$ cat src/core/epc_pkg.sv
package epc_pkg;

   // data-space offsets of the registers
   localparam logic [7:0] OFS_PIN_CHANGE_FLAGS         = 8'h3b;
   localparam logic [7:0] OFS_EXTERNAL_IRQ_FLAGS       = 8'h3c;
   localparam logic [7:0] OFS_EXTERNAL_IRQ_ENABLES     = 8'h3d;
   localparam logic [7:0] OFS_PIN_CHANGE_GROUP_ENABLES = 8'h68;
   localparam logic [7:0] OFS_PIN_CHANGE_LINE_MASK_0   = 8'h6b;
   localparam logic [7:0] OFS_PIN_CHANGE_LINE_MASK_1   = 8'h6c;
   localparam logic [7:0] OFS_PIN_CHANGE_LINE_MASK_2   = 8'h6d;

   // i/o-space alias: data offset minus this, valid up to the limit
   localparam logic [7:0] IO_SPACE_DISTANCE = 8'h20;
   localparam logic [7:0] IO_SPACE_LIMIT    = 8'h3f;

   // reset value shared by every register
   localparam logic [7:0] REG_RESET = 8'h00;

   // field positions
   localparam int BIT_LINE_ZERO  = 0;
   localparam int BIT_LINE_ONE   = 1;
   localparam int BIT_GROUP_ZERO = 0;
   localparam int BIT_GROUP_ONE  = 1;
   localparam int BIT_GROUP_TWO  = 2;

   // pin change line ranges per group
   localparam int GROUP_ZERO_LSB = 0;
   localparam int GROUP_ONE_LSB  = 8;
   localparam int GROUP_TWO_LSB  = 16;
   localparam int GROUP_ONE_BITS = 7;
   localparam int PIN_LINES      = 24;

   // sense field encodings
   localparam logic [1:0] SENSE_LOW_LEVEL = 2'h0;
   localparam logic [1:0] SENSE_ANY_EDGE  = 2'h1;
   localparam logic [1:0] SENSE_FALLING   = 2'h2;
   localparam logic [1:0] SENSE_RISING    = 2'h3;

   // vector numbers, lowest number wins
   typedef logic [2:0] epc_vector_t;
   localparam epc_vector_t VEC_LINE_ZERO  = 3'h0;
   localparam epc_vector_t VEC_LINE_ONE   = 3'h1;
   localparam epc_vector_t VEC_GROUP_ZERO = 3'h2;
   localparam epc_vector_t VEC_GROUP_ONE  = 3'h3;
   localparam epc_vector_t VEC_GROUP_TWO  = 3'h4;

   // one register access from the core
   typedef struct packed {
      logic [7:0] addr;
      logic       io_space;
      logic       wr;
      logic       rd;
      logic [7:0] wdata;
   } epc_bus_req_s;

endpackage : epc_pkg

$ cat src/core/epc_pin_sync.sv
`timescale 1ns/10ps
// two-flop synchroniser with a previous sample for change detection
module epc_pin_sync #(
   parameter int WIDTH = 1
) (
   // clock and reset
   input  wire logic             clk,
   input  wire logic             rst_n,
   // raw pins
   input  wire logic [WIDTH-1:0] pin_in,
   // synchronised level and one-cycle change marker
   output logic      [WIDTH-1:0] level,
   output logic      [WIDTH-1:0] changed
);

   logic [WIDTH-1:0] meta;
   logic [WIDTH-1:0] prev;
   logic [2:0]       primed;

   // meta feeds only level; prev holds the last synchronised sample
   always_ff @(posedge clk or negedge rst_n) begin
      if (!rst_n) begin
         meta   <= '0;
         level  <= '0;
         prev   <= '0;
         primed <= 3'h0;
      end else begin
         meta   <= pin_in;
         level  <= meta;
         prev   <= level;
         primed <= {primed[1:0], 1'b1};
      end
   end

   // prev holds a real sample only after the third edge; until then a pin
   // that idles high would fake an edge against the reset value
   assign changed = primed[2] ? (level ^ prev) : '0;

endmodule : epc_pin_sync

$ cat src/core/epc_flag_bits.sv
`timescale 1ns/10ps
// sticky flags: set from hardware, cleared by write-one, by handler entry or by the held level-mode clear
module epc_flag_bits #(
   parameter int WIDTH = 1
) (
   // clock and reset
   input  wire logic             clk,
   input  wire logic             rst_n,
   // set and clear requests, one cycle each except the level-mode clear, which is held
   input  wire logic [WIDTH-1:0] set,
   input  wire logic [WIDTH-1:0] clear,
   // current flags
   output logic      [WIDTH-1:0] flags
);

   logic [WIDTH-1:0] next_flags;

   // set is or-ed in after the clear so a coincident event survives
   assign next_flags = (flags & ~clear) | set;

   always_ff @(posedge clk or negedge rst_n) begin
      if (!rst_n) begin
         flags <= '0;
      end else begin
         flags <= next_flags;
      end
   end

endmodule : epc_flag_bits

$ cat src/core/epc_irq_ctrl.sv
`timescale 1ns/10ps
module epc_irq_ctrl (
   // clock and reset
   input  wire logic                  clk,
   input  wire logic                  rst_n,
   // core side
   input  wire logic                  global_irq_enable,
   input  wire logic                  irq_ack,
   input  wire epc_pkg::epc_vector_t  irq_ack_vector,
   output logic                       irq_request,
   output epc_pkg::epc_vector_t       irq_vector,
   // register access
   input  wire epc_pkg::epc_bus_req_s bus_req,
   output logic [7:0]                 bus_rdata,
   // sense selection per external line
   input  wire logic [1:0]            line_zero_sense,
   input  wire logic [1:0]            line_one_sense,
   // pins
   input  wire logic [1:0]            external_line,
   input  wire logic [23:0]           pin_change_line
);
   import epc_pkg::*;

   // released reset
   logic                 rst_meta_n;
   logic                 rst_sync_n;

   // software registers
   logic [1:0]           external_irq_enables;
   logic [2:0]           pin_change_group_enables;
   logic [7:0]           pin_change_line_mask_zero;
   logic [6:0]           pin_change_line_mask_one;
   logic [7:0]           pin_change_line_mask_two;

   // flags
   logic [1:0]           external_irq_flags;
   logic [2:0]           pin_change_flags;

   // synchronised pins
   logic [1:0]           ext_level;
   logic [1:0]           ext_changed;
   logic [23:0]          pc_level;
   logic [23:0]          pc_changed;

   // address decode
   logic                 io_in_range;
   logic [7:0]           io_as_data;
   logic                 io_alias_ok;
   logic [7:0]           eff_addr;
   logic                 addr_valid;
   logic                 hit_pc_flags;
   logic                 hit_ext_flags;
   logic                 hit_ext_enables;
   logic                 hit_group_enables;
   logic                 hit_mask_zero;
   logic                 hit_mask_one;
   logic                 hit_mask_two;
   logic [7:0]           read_value;

   // write strobes and write-one-to-clear masks
   logic                 wr_pc_flags;
   logic                 wr_ext_flags;
   logic                 wr_ext_enables;
   logic                 wr_group_enables;
   logic                 wr_mask_zero;
   logic                 wr_mask_one;
   logic                 wr_mask_two;
   logic [1:0]           ext_w1c;
   logic [2:0]           pc_w1c;

   // event and request terms
   logic [1:0]           sense_low;
   logic [1:0]           ext_event;
   logic [1:0]           ext_rise;
   logic [1:0]           ext_fall;
   logic [1:0]           ext_set;
   logic [1:0]           ext_clear;
   logic [1:0]           ext_ack;
   logic [2:0]           pc_event;
   logic [2:0]           pc_clear;
   logic [2:0]           pc_ack;
   logic [23:0]          line_mask;
   logic [1:0]           ext_line_enabled;
   logic [2:0]           group_enabled;
   logic [1:0]           ext_req;
   logic [2:0]           pc_req;
   logic                 next_irq_request;
   epc_vector_t          next_irq_vector;

   // reset is taken asynchronously and released through two flops
   // a synchronous release lets every flop leave reset on the same edge
   always_ff @(posedge clk or negedge rst_n) begin
      if (!rst_n) begin
         rst_meta_n <= 1'b0;
         rst_sync_n <= 1'b0;
      end else begin
         rst_meta_n <= 1'b1;
         rst_sync_n <= rst_meta_n;
      end
   end

   // pins are read as inputs whatever the port direction, so a driven
   // pin can raise its own request as a software interrupt
   epc_pin_sync #(
      .WIDTH   (2)
   ) u_ext_sync (
      .clk     (clk),
      .rst_n   (rst_sync_n),
      .pin_in  (external_line),
      .level   (ext_level),
      .changed (ext_changed)
   );

   // pin change lines are sampled every cycle regardless of the core's
   // enables; a truly clockless wake path would sit outside this block
   epc_pin_sync #(
      .WIDTH   (PIN_LINES)
   ) u_pc_sync (
      .clk     (clk),
      .rst_n   (rst_sync_n),
      .pin_in  (pin_change_line),
      .level   (pc_level),
      .changed (pc_changed)
   );

   // i/o space reaches only the two flag registers and the line enables
   // the higher registers have no short form and read zero through it
   assign io_in_range   = bus_req.addr <= IO_SPACE_LIMIT;
   assign io_as_data    = bus_req.addr + IO_SPACE_DISTANCE;
   assign io_alias_ok   = io_in_range &&
                          (io_as_data == OFS_PIN_CHANGE_FLAGS ||
                           io_as_data == OFS_EXTERNAL_IRQ_FLAGS ||
                           io_as_data == OFS_EXTERNAL_IRQ_ENABLES);
   assign eff_addr      = bus_req.io_space ? io_as_data : bus_req.addr;
   assign addr_valid    = !bus_req.io_space || io_alias_ok;

   // register selects
   assign hit_pc_flags      = addr_valid && eff_addr == OFS_PIN_CHANGE_FLAGS;
   assign hit_ext_flags     = addr_valid && eff_addr == OFS_EXTERNAL_IRQ_FLAGS;
   assign hit_ext_enables   = addr_valid && eff_addr == OFS_EXTERNAL_IRQ_ENABLES;
   assign hit_group_enables = addr_valid && eff_addr == OFS_PIN_CHANGE_GROUP_ENABLES;
   assign hit_mask_zero     = addr_valid && eff_addr == OFS_PIN_CHANGE_LINE_MASK_0;
   assign hit_mask_one      = addr_valid && eff_addr == OFS_PIN_CHANGE_LINE_MASK_1;
   assign hit_mask_two      = addr_valid && eff_addr == OFS_PIN_CHANGE_LINE_MASK_2;

   // write strobes; a write to an unmapped place selects nothing
   assign wr_pc_flags      = bus_req.wr && hit_pc_flags;
   assign wr_ext_flags     = bus_req.wr && hit_ext_flags;
   assign wr_ext_enables   = bus_req.wr && hit_ext_enables;
   assign wr_group_enables = bus_req.wr && hit_group_enables;
   assign wr_mask_zero     = bus_req.wr && hit_mask_zero;
   assign wr_mask_one      = bus_req.wr && hit_mask_one;
   assign wr_mask_two      = bus_req.wr && hit_mask_two;

   // read mux; unused bits and unmapped addresses read zero
   assign read_value = hit_pc_flags      ? {5'h00, pin_change_flags} :
                       hit_ext_flags     ? {6'h00, external_irq_flags} :
                       hit_ext_enables   ? {6'h00, external_irq_enables} :
                       hit_group_enables ? {5'h00, pin_change_group_enables} :
                       hit_mask_zero     ? pin_change_line_mask_zero :
                       hit_mask_one      ? {1'b0, pin_change_line_mask_one} :
                       hit_mask_two      ? pin_change_line_mask_two :
                       REG_RESET;

   // read data is registered and appears the cycle after the strobe
   // reads have no side effects, so polling never loses a flag
   always_ff @(posedge clk or negedge rst_sync_n) begin
      if (!rst_sync_n) begin
         bus_rdata <= REG_RESET;
      end else if (bus_req.rd) begin
         bus_rdata <= read_value;
      end
   end

   // external line enables
   always_ff @(posedge clk or negedge rst_sync_n) begin
      if (!rst_sync_n) begin
         external_irq_enables <= REG_RESET[1:0];
      end else if (wr_ext_enables) begin
         external_irq_enables <= bus_req.wdata[1:0];
      end
   end

   // pin change group enables
   always_ff @(posedge clk or negedge rst_sync_n) begin
      if (!rst_sync_n) begin
         pin_change_group_enables <= REG_RESET[2:0];
      end else if (wr_group_enables) begin
         pin_change_group_enables <= bus_req.wdata[2:0];
      end
   end

   // per-line masks; group one keeps only seven bits
   always_ff @(posedge clk or negedge rst_sync_n) begin
      if (!rst_sync_n) begin
         pin_change_line_mask_zero <= REG_RESET;
         pin_change_line_mask_one  <= REG_RESET[6:0];
         pin_change_line_mask_two  <= REG_RESET;
      end else begin
         if (wr_mask_zero) begin
            pin_change_line_mask_zero <= bus_req.wdata;
         end
         if (wr_mask_one) begin
            pin_change_line_mask_one <= bus_req.wdata[6:0];
         end
         if (wr_mask_two) begin
            pin_change_line_mask_two <= bus_req.wdata;
         end
      end
   end

   // handler entry, decoded from the acknowledged vector
   // an ack for a code with no source decodes to nothing and is harmless
   assign ext_ack[BIT_LINE_ZERO]  = irq_ack && irq_ack_vector == VEC_LINE_ZERO;
   assign ext_ack[BIT_LINE_ONE]   = irq_ack && irq_ack_vector == VEC_LINE_ONE;
   assign pc_ack[BIT_GROUP_ZERO]  = irq_ack && irq_ack_vector == VEC_GROUP_ZERO;
   assign pc_ack[BIT_GROUP_ONE]   = irq_ack && irq_ack_vector == VEC_GROUP_ONE;
   assign pc_ack[BIT_GROUP_TWO]   = irq_ack && irq_ack_vector == VEC_GROUP_TWO;

   // trigger selection per external line
   assign sense_low[BIT_LINE_ZERO] = line_zero_sense == SENSE_LOW_LEVEL;
   assign sense_low[BIT_LINE_ONE]  = line_one_sense == SENSE_LOW_LEVEL;

   // synchronised edges, one each for the falling and rising sense modes
   assign ext_rise = ext_changed & ext_level;
   assign ext_fall = ext_changed & ~ext_level;

   // short pulses may be missed: the source holds each level over one clock
   assign ext_event[BIT_LINE_ZERO] =
      (line_zero_sense == SENSE_ANY_EDGE && ext_changed[BIT_LINE_ZERO]) ||
      (line_zero_sense == SENSE_FALLING && ext_fall[BIT_LINE_ZERO]) ||
      (line_zero_sense == SENSE_RISING && ext_rise[BIT_LINE_ZERO]);
   assign ext_event[BIT_LINE_ONE] =
      (line_one_sense == SENSE_ANY_EDGE && ext_changed[BIT_LINE_ONE]) ||
      (line_one_sense == SENSE_FALLING && ext_fall[BIT_LINE_ONE]) ||
      (line_one_sense == SENSE_RISING && ext_rise[BIT_LINE_ONE]);

   // write-one-to-clear masks; zero bits leave the flags alone
   assign ext_w1c = wr_ext_flags ? bus_req.wdata[1:0] : 2'h0;
   assign pc_w1c  = wr_pc_flags ? bus_req.wdata[2:0] : 3'h0;

   // level mode never sets the flag and keeps clearing it; edge flags set
   // whatever the enable says, so software can poll a disabled line
   assign ext_set   = ext_event & ~sense_low;
   assign ext_clear = ext_w1c | ext_ack | sense_low;

   epc_flag_bits #(
      .WIDTH (2)
   ) u_ext_flags (
      .clk   (clk),
      .rst_n (rst_sync_n),
      .set   (ext_set),
      .clear (ext_clear),
      .flags (external_irq_flags)
   );

   // line 15 has no mask bit and never contributes
   assign line_mask = {pin_change_line_mask_two, 1'b0,
                       pin_change_line_mask_one, pin_change_line_mask_zero};

   // a change on any enabled line of a group sets the group flag
   assign pc_event[BIT_GROUP_ZERO] =
      |(pc_changed[GROUP_ZERO_LSB +: 8] & line_mask[GROUP_ZERO_LSB +: 8]);
   assign pc_event[BIT_GROUP_ONE]  =
      |(pc_changed[GROUP_ONE_LSB +: GROUP_ONE_BITS] &
        line_mask[GROUP_ONE_LSB +: GROUP_ONE_BITS]);
   assign pc_event[BIT_GROUP_TWO]  =
      |(pc_changed[GROUP_TWO_LSB +: 8] & line_mask[GROUP_TWO_LSB +: 8]);

   assign pc_clear = pc_w1c | pc_ack;

   epc_flag_bits #(
      .WIDTH (3)
   ) u_pc_flags (
      .clk   (clk),
      .rst_n (rst_sync_n),
      .set   (pc_event),
      .clear (pc_clear),
      .flags (pin_change_flags)
   );

   // enables are gated by the core's global enable
   // the group enable gates only the request; flags still collect changes
   assign ext_line_enabled[BIT_LINE_ZERO] = global_irq_enable && external_irq_enables[BIT_LINE_ZERO];
   assign ext_line_enabled[BIT_LINE_ONE]  = global_irq_enable && external_irq_enables[BIT_LINE_ONE];
   assign group_enabled = {3{global_irq_enable}} & pin_change_group_enables;

   // level mode asks for as long as the pin stays low
   assign ext_req[BIT_LINE_ZERO] = ext_line_enabled[BIT_LINE_ZERO] &&
      (sense_low[BIT_LINE_ZERO] ? !ext_level[BIT_LINE_ZERO] : external_irq_flags[BIT_LINE_ZERO]);
   assign ext_req[BIT_LINE_ONE]  = ext_line_enabled[BIT_LINE_ONE] &&
      (sense_low[BIT_LINE_ONE] ? !ext_level[BIT_LINE_ONE] : external_irq_flags[BIT_LINE_ONE]);
   assign pc_req = group_enabled & pin_change_flags;

   // fixed priority, each source with its own vector
   // a line zero held low in level mode starves every other source
   assign next_irq_request = |{pc_req, ext_req};
   assign next_irq_vector  = ext_req[BIT_LINE_ZERO] ? VEC_LINE_ZERO :
                             ext_req[BIT_LINE_ONE]  ? VEC_LINE_ONE :
                             pc_req[BIT_GROUP_ZERO] ? VEC_GROUP_ZERO :
                             pc_req[BIT_GROUP_ONE]  ? VEC_GROUP_ONE :
                             pc_req[BIT_GROUP_TWO]  ? VEC_GROUP_TWO :
                             VEC_LINE_ZERO;

   // a pin edge is sampled, synchronised, flagged and then requested, so
   // the request trails the pin by four edges; an ack clears the flag at
   // its own edge and the request falls one edge later
   // registered request; the core should ignore it the cycle after an ack
   always_ff @(posedge clk or negedge rst_sync_n) begin
      if (!rst_sync_n) begin
         irq_request <= 1'b0;
         irq_vector  <= VEC_LINE_ZERO;
      end else begin
         irq_request <= next_irq_request;
         irq_vector  <= next_irq_vector;
      end
   end

endmodule : epc_irq_ctrl

$ cat config.mk
export PLATFORM = sky130hd
export DESIGN_NAME = epc_irq_ctrl
export DESIGN_NICKNAME = d
export VERILOG_FILES = /design/src/core/epc_pkg.sv /design/src/core/epc_pin_sync.sv /design/src/core/epc_flag_bits.sv /design/src/core/epc_irq_ctrl.sv
export SDC_FILE = /design/constraint.sdc
export NUM_CORES = 1
export LEC_CHECK = 0
export BUFFER_PORTS_ARGS = -buffer_cell sky130_fd_sc_hd__buf_2
export CORE_MARGIN = 1.5
export CORE_UTILIZATION = 61
export CTS_CLUSTER_DIAMETER = 50
export DETAILED_ROUTE_END_ITERATION = 16
export HOLD_SLACK_MARGIN = 0.08
export PLACE_DENSITY = 0.94
export SKIP_LAST_GASP = 1
export SLEW_MARGIN = 20
export SYNTH_ARGS = -nofsm -noshare
export SYNTH_HDL_FRONTEND = slang
export SYNTH_SLANG_ARGS = --single-unit
$ cat constraint.sdc
create_clock -name clk -period 5.7 [get_ports clk]
set_input_delay 1.71 -clock clk [delete_from_list [all_inputs] [get_ports clk]]
set_output_delay 1.71 -clock clk [all_outputs]
set_load 0.005 [all_outputs]
# Yosys cells after proc, flatten, opt, wreduce, memory -nomap -nowiden
# Cells that the tools add are included.
[classes]
addsub = 1
n_lt_le_gt_ge = 1
n_eq_ne = 20
mux = 19
n_bitwise = 21
reduce_logical = 47
[ops]
columns = ["op", "n"]
rows = [
  ["$mux W8", 8],
  ["$eq A8 B6 Y1 const B", 6],
  ["$eq A8 B7 Y1 const B", 4],
  ["$logic_and A1 B1 Y1", 30],
  ["$mux W24", 1],
  ["$xor A24 B24 Y24", 1],
  ["$mux W3", 6],
  ["$and A8 B8 Y8", 2],
  ["$reduce_or A8 Y1", 2],
  ["$and A3 B3 Y3", 3],
  ["$add A8 B6 Y8 const B", 1],
  ["$and A2 B2 Y2", 4],
  ["$eq A2 B2 Y1 const B", 4],
  ["$le A8 B6 Y1 const B", 1],
  ["$and A7 B7 Y7", 1],
  ["$logic_or A1 B1 Y1", 7],
  ["$reduce_or A7 Y1", 1],
  ["$eq A3 B2 Y1 const B", 2],
  ["$not A2 Y2", 3],
  ["$or A2 B2 Y2", 3],
  ["$or A3 B3 Y3", 2],
  ["$reduce_or A5 Y1", 1],
  ["$eq A2 B1 Y1 const B", 2],
  ["$logic_not A2 Y1", 2],
  ["other kinds (8)", 12],
]
[totals]
register_bits = 131
in_bits = 56
out_inout_bits = 12
elab_cells = 129

# Longest topological paths before layout
# Gate-level depths: netlist of run 1.
[logic_depth]
word_depth = 14
mapped_depth = 7

# Modules after synthesis
# A second synthesis of run 1 with hierarchy kept.
[hier_totals]
cells_unflattened = 362
area_unflattened_um2 = 5088.6
[modules_own_cells]
columns = ["module", "n_inst", "cells_each", "area_each_um2"]
rows = [
  ["epc_irq_ctrl", 1, 207, 2362.3],
  ["epc_pin_sync (u_pc_sync)", 1, 126, 2285.9],
  ["epc_pin_sync (u_ext_sync)", 1, 14, 259.0],
  ["epc_flag_bits (u_pc_flags)", 1, 9, 108.9],
  ["epc_flag_bits (u_ext_flags)", 1, 6, 72.6],
]

# Worst setup path after synthesis of run 1
# No wires, ideal clock.
[synth_timing]
path_kind = "input -> register"
start = "input bus_req[16] in the netlist's numbering"
end = "register pin_change_line_mask_two[0]"
setup_time_ns = 0.127
arrival_ns = 3.641
required_time_ns = 5.573
path_slack_ns = 1.931
cell_stages = 7
path_buffers = 1
cell_sequence = "ha_1 or4b_4 a311oi_2 a21boi_4 and4_1 buf_4 mux2_1"
[synth_between]
elab_chain_cells = 8
elab_cells_between_ends = 13
[synth_lines]
columns = ["element", "line_no", "rtl"]
rows = [
  ["start: declaration", "epc_irq_ctrl.sv:13", "input wire epc_pkg::epc_bus_req_s bus_req,"],
  ["$add A8 B6 Y8", "epc_irq_ctrl.sv:129", "assign io_as_data = bus_req.addr + IO_SPACE_DISTANCE;"],
  ["$eq A8 B6 Y1, on equally long branches", "epc_irq_ctrl.sv:131, epc_irq_ctrl.sv:132", ""],
  ["$logic_or A1 B1 Y1", "epc_irq_ctrl.sv:131", "(io_as_data == OFS_PIN_CHANGE_FLAGS ||"],
  ["$logic_or A1 B1 Y1", "epc_irq_ctrl.sv:132", "io_as_data == OFS_EXTERNAL_IRQ_FLAGS ||"],
  ["$logic_and A1 B1 Y1", "epc_irq_ctrl.sv:130", "assign io_alias_ok = io_in_range &&"],
  ["$logic_or A1 B1 Y1", "epc_irq_ctrl.sv:135", "assign addr_valid = !bus_req.io_space || io_alias_ok;"],
  ["$logic_and A1 B1 Y1 (*)", "epc_irq_ctrl.sv:144", "assign hit_mask_two = addr_valid && eff_addr == OFS_PIN_CHANGE_LINE_MASK_2;"],
  ["$logic_and A1 B1 Y1 (*)", "epc_irq_ctrl.sv:153", "assign wr_mask_two = bus_req.wr && hit_mask_two;"],
  ["end signal: assignment", "epc_irq_ctrl.sv:207", "pin_change_line_mask_two <= bus_req.wdata;"],
  ["end: declaration", "epc_irq_ctrl.sv:33", "logic [7:0] pin_change_line_mask_two;"],
]
# Every way passes the cells marked *; elsewhere a longest branch is shown, timed or not.
# A chain may end at the register's enable or synchronous reset.

# Worst setup path in the final report of run 1
[layout_timing]
start = "input bus_req[16] in the netlist's numbering"
end = "register pin_change_line_mask_two[5]"
# The elaborated chain is that of the path after synthesis.

==> impl_metrics.py, run 1 <==
metrics = {
    "timing": {
        "rsz0062_at_grt": "no",
        "fin_tns_setup_ns": 0,
        "worstMarginPinSlew_ns": 0.857,
        "slew_violations": 0,
        "fmax_ghz": 0.262,
        "period_share_pct": 67.0,
        "fin_skew_ns": 0.00636,
        "relSlewSlack_pct": 42.8,
        "finalSetupViolCount": 0,
        "layout_setup_ws_ns": 1.88,
        "hold_viol": 0,
        "min_period_ns": 3.82,
    },
    "finish": {
        "drive_gt1_share_pct": 24.8,
        "fin_cells": 526,
        "nNetsFinal": 471,
        "area_growth_pct": 21.9,
        "fin_area_um2": 5770,
        "insertedDiodeCount": 0,
    },
    "synthesis": {
        "ys_ff_latch": 125,
        "synth_compound_area_share_pct": 10.9,
        "synth.area.mux_share_pct": 9.23,
        "synthSimpleGateAreaFrac_pct": 7.46,
        "synthArstFlopShare_pct": 100,
        "yosysSeqAreaShare_pct": 66.1,
        "syn_inst": 335,
        "synth_top_family_by_area": "compound AO/OA/AOI/OAI gates",
        "synth_adder_area_share_pct": 0.264,
        "synth_ff_type": "dfrtp_1",
        "synth_area_um2": 4730,
        "ys_warn_count": 0,
        "synth_cell_types": 56,
        "yosys.area_share.xor_xnor_pct": 4.26,
        "synth_edf_count": 0,
        "syn_avg_cell_area_um2": 14.1,
    },
    "grt": {
        "antenna_found_initial": 0,
        "track_usage_pct": 27.1,
        "grt_overflow": 0,
        "grt_start_max_net_pins": 72,
        "grt_pass1_wl_mm": 16.8,
        "grt_pass1_vias": 3240,
    },
    "floorplan": {
        "io_pins": 68,
        "core_um2": 7370,
        "initial_utilization_pct": 64.2,
        "die_w_um": 91.1,
        "die_area_um2": 8290,
        "rows": 31,
        "die_y_um": 91.1,
    },
    "route": {
        "vias": 3175,
        "avgRoutedWirePerCell_um": 19.5,
        "ant_nets": 0,
        "drt_iter0_drc": 257,
        "detail_route.wirelength_mm": 10.3,
        "drc": 0,
        "via_per_inst": 6.04,
        "drt_pre_antenna_iters": 5,
    },
    "clocking": {
        "cts_setup_buffers": 0,
        "cts_hold_buf": 0,
        "cts-root-buf": "clkbuf_8",
        "cts_buffers": 17,
        "clk_latency_ns": 0.52,
        "h-tree-depth": 4,
        "cts_tree": "yes",
        "cts_buffer_depth": 2,
        "cts.sinks": 125,
        "path_clk_slew_ns": 0.06,
        "post_cts_resized": 0,
    },
    "power_and_ir_drop": {
        "combPwrFrac_pct": 5.3,
        "power_switching_w": 0.000495,
        "p_clk_share_pct": 49.4,
        "p_leak_nw": 2.71,
        "vdd_drop_max_mv": 0.322,
        "intPower_w": 0.00168,
        "p_per_area_nw_per_um2": 377,
        "netSwitchingFraction_pct": 22.8,
        "seqPwrFrac_pct": 45.3,
    },
    "flow_run": {
        "cap_violations": 0,
    },
    "critical_path": {
        "cp.arrival_ns": 4.21,
        "critPathLaunchType": "primary input",
        "worstPathMaxFanout": 8,
        "crit_path_end_kind": "flop",
        "path_class": "primary input to flop",
        "critical_path_required_ns": 6.09,
    },
    "place": {
        "placed_area_um2": 5160,
        "dp_slack_ns": 1.44,
        "gp_congestion": 0.873,
        "place_inst": 494,
        "port_buffers": 66,
        "place_hpwl_mm": 6.64,
    },
    "status": {
        "status": "complete, no violations",
    },
    "worst_hold_path": {
        "worstHoldPathType": "flop to flop",
    },
}
## cells by family after synthesis
| logic type | Yosys count |
|---|---|
| xor gates and xnor gates | 23 |
| DFF | 125 |
| and+or+nand+nor | 56 |
| adders and majority gates | 1 |
| AOI/OAI and AO/OA | 70 |
| buffers and inverters | 19 |
| other | 1 |
| muxes | 40 |
## area by class of cell
cell class / instances / area [um2]
Sequential cell: 125 / 3130
Fill cell: 415 / 1600
Multi-Input combinational cell: 192 / 1530
Clock buffer: 19 / 442
Timing Repair Buffer: 67 / 338
Clock inverter: 13 / 164
Tap cell: 99 / 124
Inverter: 11 / 41.3
## layer usage
layer / track usage, % / vias up / wire [um]
met4: 12.5 / 0 / 366
met2: 42.7 / 181 / 5170
met5: 0 / - / 0
li1: - / 1384 / -
met3: 8.21 / 40 / 750
met1: 34.5 / 1570 / 3980
## worst max-delay path: stages
cell      delay (ns)
buf_2           0.12
ha_1            0.24
or4b_4          0.51
a311oi_2        0.41
a21boi_4        0.34
and4_1          0.51
mux2_1          0.38
## path summary, 6_finish.rpt
kind | start | end | slack [ns] | depth (start not counted)
min in group asynchronous | rst_sync_n$_DFF_PN0_ | u_pc_sync.primed[1]$_DFF_PN0_ | 0.44 | 0
max in group asynchronous | rst_sync_n$_DFF_PN0_ | bus_rdata[0]$_DFFE_PN0P_ | 4.05 | 1
max reg2reg | rst_sync_n$_DFF_PN0_ | bus_rdata[0]$_DFFE_PN0P_ | 4.05 | 1
max | bus_req[16] | pin_change_line_mask_two[5]$_DFFE_PN0P_ | 1.88 | 7
min reg2reg | u_pc_sync.meta[3]$_DFF_PN0_ | u_pc_sync.level[3]$_DFF_PN0_ | 0.35 | 0
min | u_pc_sync.meta[3]$_DFF_PN0_ | u_pc_sync.level[3]$_DFF_PN0_ | 0.35 | 0
## power groups by stage
stage	registers, W	logic (W)	clock network, W
after floorplan	0.000987	0.0000605	0
after global placement	0.000993	0.000102	0
after detailed placement	0.000997	0.000108	0
after CTS	0.000984	0.000113	0.00108
after global routing	0.000991	0.000124	0.00113
final	0.000985	0.000114	0.00107
## layout by cell type, fill, tap and decap left out, types with 2 or more instances in the layout
cell | Yosys | routed
dfrtp_1 | 125 | 124
buf_2 | 2 | 66
mux2_1 | 29 | 29
xor2_1 | 23 | 23
clkbuf_16 | 0 | 16
a22oi_1 | 14 | 14
inv_1 | 11 | 11
mux2i_1 | 11 | 11
o21ai_0 | 10 | 10
nand2_1 | 8 | 8
o22ai_1 | 7 | 7
nor2_1 | 6 | 6
a21oi_1 | 6 | 6
nand3_1 | 6 | 6
clkinvlp_4 | 0 | 5
o211ai_1 | 4 | 4
nand4_1 | 4 | 4
nand3b_1 | 4 | 4
nor3_1 | 3 | 3
o21a_1 | 3 | 3
nand2b_1 | 3 | 3
nand4b_1 | 3 | 3
a31o_1 | 3 | 3
nor3b_1 | 3 | 3
a2bb2oi_1 | 3 | 3
clkbuf_8 | 0 | 3
bufinv_16 | 0 | 3
nor2b_1 | 2 | 2
or4b_1 | 2 | 2
a41oi_1 | 2 | 2
o31ai_1 | 2 | 2
a31oi_1 | 2 | 2
o21ai_1 | 2 | 2
and3_1 | 2 | 2
and4_1 | 2 | 2
clkinv_2 | 0 | 2
inv_6 | 0 | 2
conb_1 | 1 | 2
## through the flow
stage / utilization [%] / hold slack, ns / total power (W)
after CTS: 78.2 / 0.345 / 0.00218
final: 78.2 / 0.345 / 0.00217
after global placement: 70.0 / 0.331 / 0.00109
after global routing: 78.2 / 0.350 / 0.00225
after floorplan: - / 0.331 / 0.00105
after detailed placement: 70.0 / 0.335 / 0.00111
## cells in the mapped netlist (all sizes together) (7+ instances only)
| master | count | share of area [%] |
|---|---|---|
| inv | 11 | 0.87 |
| mux2 | 29 | 6.9 |
| a21oi | 7 | 0.82 |
| dfrtp | 125 | 66 |
| mux2i | 11 | 2.3 |
| xor2 | 23 | 4.3 |
| o22ai | 7 | 0.93 |
| nand2 | 9 | 0.77 |
| a22oi | 14 | 2.2 |
| o21ai | 12 | 1.3 |
## state kept, by name (all words and copies together) (netlist names)
signal,cells
u_pc_sync.level,23
u_pc_sync.meta,23
u_pc_sync.prev,23
bus_rdata,8
pin_change_line_mask_two,8
pin_change_line_mask_zero,8
pin_change_line_mask_one,7
irq_vector,3
pin_change_group_enables,3
u_pc_flags.flags,3
external_irq_enables,2
u_ext_flags.flags,2
u_ext_sync.level,2
u_ext_sync.meta,2
u_ext_sync.prev,2
u_pc_sync.primed,2
irq_request,1
rst_meta_n,1
rst_sync_n,1
u_ext_sync.primed,1
No activity file was read; power rests on OpenSTA's default activity.
==> inputs of run 2 (changes only) <==
--- a/config.mk
+++ b/config.mk
@@ -7,11 +7,11 @@
 export LEC_CHECK = 0
 export BUFFER_PORTS_ARGS = -buffer_cell sky130_fd_sc_hd__buf_2
 export CORE_MARGIN = 1.5
-export CORE_UTILIZATION = 61
+export CORE_UTILIZATION = 56
 export CTS_CLUSTER_DIAMETER = 50
 export DETAILED_ROUTE_END_ITERATION = 16
 export HOLD_SLACK_MARGIN = 0.08
-export PLACE_DENSITY = 0.94
+export PLACE_DENSITY = 0.88
 export SKIP_LAST_GASP = 1
 export SLEW_MARGIN = 20
 export SYNTH_ARGS = -nofsm -noshare
==> constraint.sdc (replaced) <==
create_clock -name clk -period 3.6 [get_ports clk]
set_input_delay 1.08 -clock clk [delete_from_list [all_inputs] [get_ports clk]]
set_output_delay 1.08 -clock clk [all_outputs]
set_load 0.005 [all_outputs]
==> impl_metrics.py, run 2 (same netlist as run 1, synthesis figures left out) <==
metrics = {
    "finish": {
        "utilization_pct": 71.2,
        "final_common_cell": "dfrtp_1",
        "insertedDiodeCount": 0,
        "fin_cells": 540,
        "reg_top3": "u_pc_sync.level (23), u_pc_sync.meta (23), u_pc_sync.prev (23)",
        "nNetsFinal": 479,
        "area_growth_pct": 23.7,
        "mostFrequentLayoutCells": "124 x dfrtp_1, 66 x buf_2, 29 x mux2_1",
        "drive_gt1_share_pct": 26.0,
        "fillers": 512,
    },
    "clocking": {
        "cts_setup_buffers": 0,
        "cts_buffer_depth": 2,
        "cts_hold_buf": 0,
        "cts.sinks": 125,
        "clk_latency_ns": 0.51,
        "path_clk_slew_ns": 0.06,
        "cts_tree": "yes",
        "h-tree-depth": 4,
        "post_cts_resized": 0,
        "cts-root-buf": "clkbuf_8",
        "cts_buffers": 17,
    },
    "route": {
        "detail_route.wirelength_mm": 10.2,
        "drt_iter0_drc": 337,
        "vias": 3167,
        "drt_pre_antenna_iters": 6,
        "ant_nets": 0,
        "drc": 0,
        "via_per_inst": 5.86,
        "avgRoutedWirePerCell_um": 18.9,
    },
    "power_and_ir_drop": {
        "p_per_area_nw_per_um2": 585,
        "p_leak_nw": 2.76,
        "vdd_drop_max_mv": 0.440,
        "p_total_w": 0.00342,
    },
    "status": {
        "status": "complete, no violations",
    },
    "timing": {
        "rsz0062_at_grt": "no",
        "fmax_ghz": 0.333,
        "worstMarginPinSlew_ns": 0.747,
        "fin_tns_setup_ns": 0,
        "hold_ws_ns": 0.343,
        "slew_violations": 0,
        "fin_skew_ns": 0.00343,
        "hold_viol": 0,
        "min_period_ns": 3.01,
        "relSlewSlack_pct": 50.2,
        "finalSetupViolCount": 0,
        "period_share_pct": 83.5,
    },
    "worst_hold_path": {
        "worstHoldPathType": "primary input to asynchronous set/reset pin",
    },
    "critical_path": {
        "slowest_stage": "or4b_4",
        "critPathBufInv": 1,
        "crit_start": "bus_req[16]",
        "critPathTopFamily": "simple AND/OR/NAND/NOR gates",
        "r2r-start": "u_pc_sync.level[13]$_DFF_PN0_",
        "critPathLaunchType": "primary input",
        "worstPathMaxFanout": 8,
        "crit_path_end_kind": "flop",
        "critical_path_required_ns": 3.99,
        "cp.arrival_ns": 3.39,
        "critPathMaxStageDelay_ns": 0.52,
        "path_class": "primary input to flop",
        "path_cells": "buf_2 > ha_1 > or4b_4 > a311oi_2 > a21boi_4 > and2_1 > mux2_1",
    },
    "place": {
        "place_hpwl_mm": 6.40,
        "port_buffers": 66,
        "place_inst": 508,
        "gp_congestion": 0.922,
    },
    "floorplan": {
        "initial_utilization_pct": 57.6,
        "rows": 33,
        "core_um2": 8220,
        "die_area_um2": 9010,
        "die_w_um": 94.9,
        "io_pins": 68,
        "die_y_um": 94.9,
    },
    "grt": {
        "grt_pass1_wl_mm": 16.6,
        "antenna_found_initial": 0,
        "grt_start_max_net_pins": 68,
        "grt_overflow": 0,
        "track_usage_pct": 25.6,
        "grt_pass1_vias": 3359,
    },
    "flow_run": {
        "cap_violations": 0,
    },
}
==> run 2: cell count changes in the layout (fill, tap and decap cells not counted), sizes merged <==
cell      previous run  this run
clkinvlp             5         3
buf                 67        75
clkinv               3         6
inv                 13        12
==> run 2: worst paths after layout <==
check                           cells after the start                                       to  slack, ns
max in group asynchronous                           1             u_pc_sync.level[5]$_DFF_PN0_       2.40
worst max-delay path                                7  pin_change_line_mask_one[0]$_DFFE_PN0P_       0.59
worst min-delay path                                1                     rst_meta_n$_DFF_PN0_       0.34
worst min register to register                      0            u_pc_sync.level[22]$_DFF_PN0_       0.34
worst max register to register                      4            u_pc_flags.flags[1]$_DFF_PN0_       2.09
min in group clk                                    0            u_pc_sync.level[22]$_DFF_PN0_       0.34
==> run 2: per-stage QoR <==
stage / cell area [um2] / worst slack, ns
finish: 5850 / 0.593
global placement: 5250 / 0.241
floorplan: 4740 / 0.461
CTS: 5850 / 0.608
global route: 5850 / 0.520
detailed placement: 5250 / 0.191
==> run 2: power breakdown <==
part           switching, W  internal [W]  total (W)
clock              0.000605       0.00107    0.00168
combinational      0.000102     0.0000861   0.000188
sequential        0.0000721       0.00148    0.00156
total              0.000779       0.00265    0.00342
==> run 2: area by class of cell <==
cell class                 count  area [um2]  area share (%)
inverter                      11        41.3           0.706
sequential                   125        3130            53.5
timing repair buffer          75         423            7.23
multi-input combinational    192        1530            26.1
clock buffer                  19         432            7.38
clock inverter                13         166            2.84
tap                          105         131            2.25
==> run 2: per-layer routing <==
layer / vias to the layer above / global-route usage, % / wire length (um)
met4: 0 / 15.3 / 366
li1: 1402 / - / -
met2: 158 / 39.8 / 5170
met1: 1574 / 30.4 / 3940
met3: 33 / 9.34 / 745
met5: - / 0 / 0
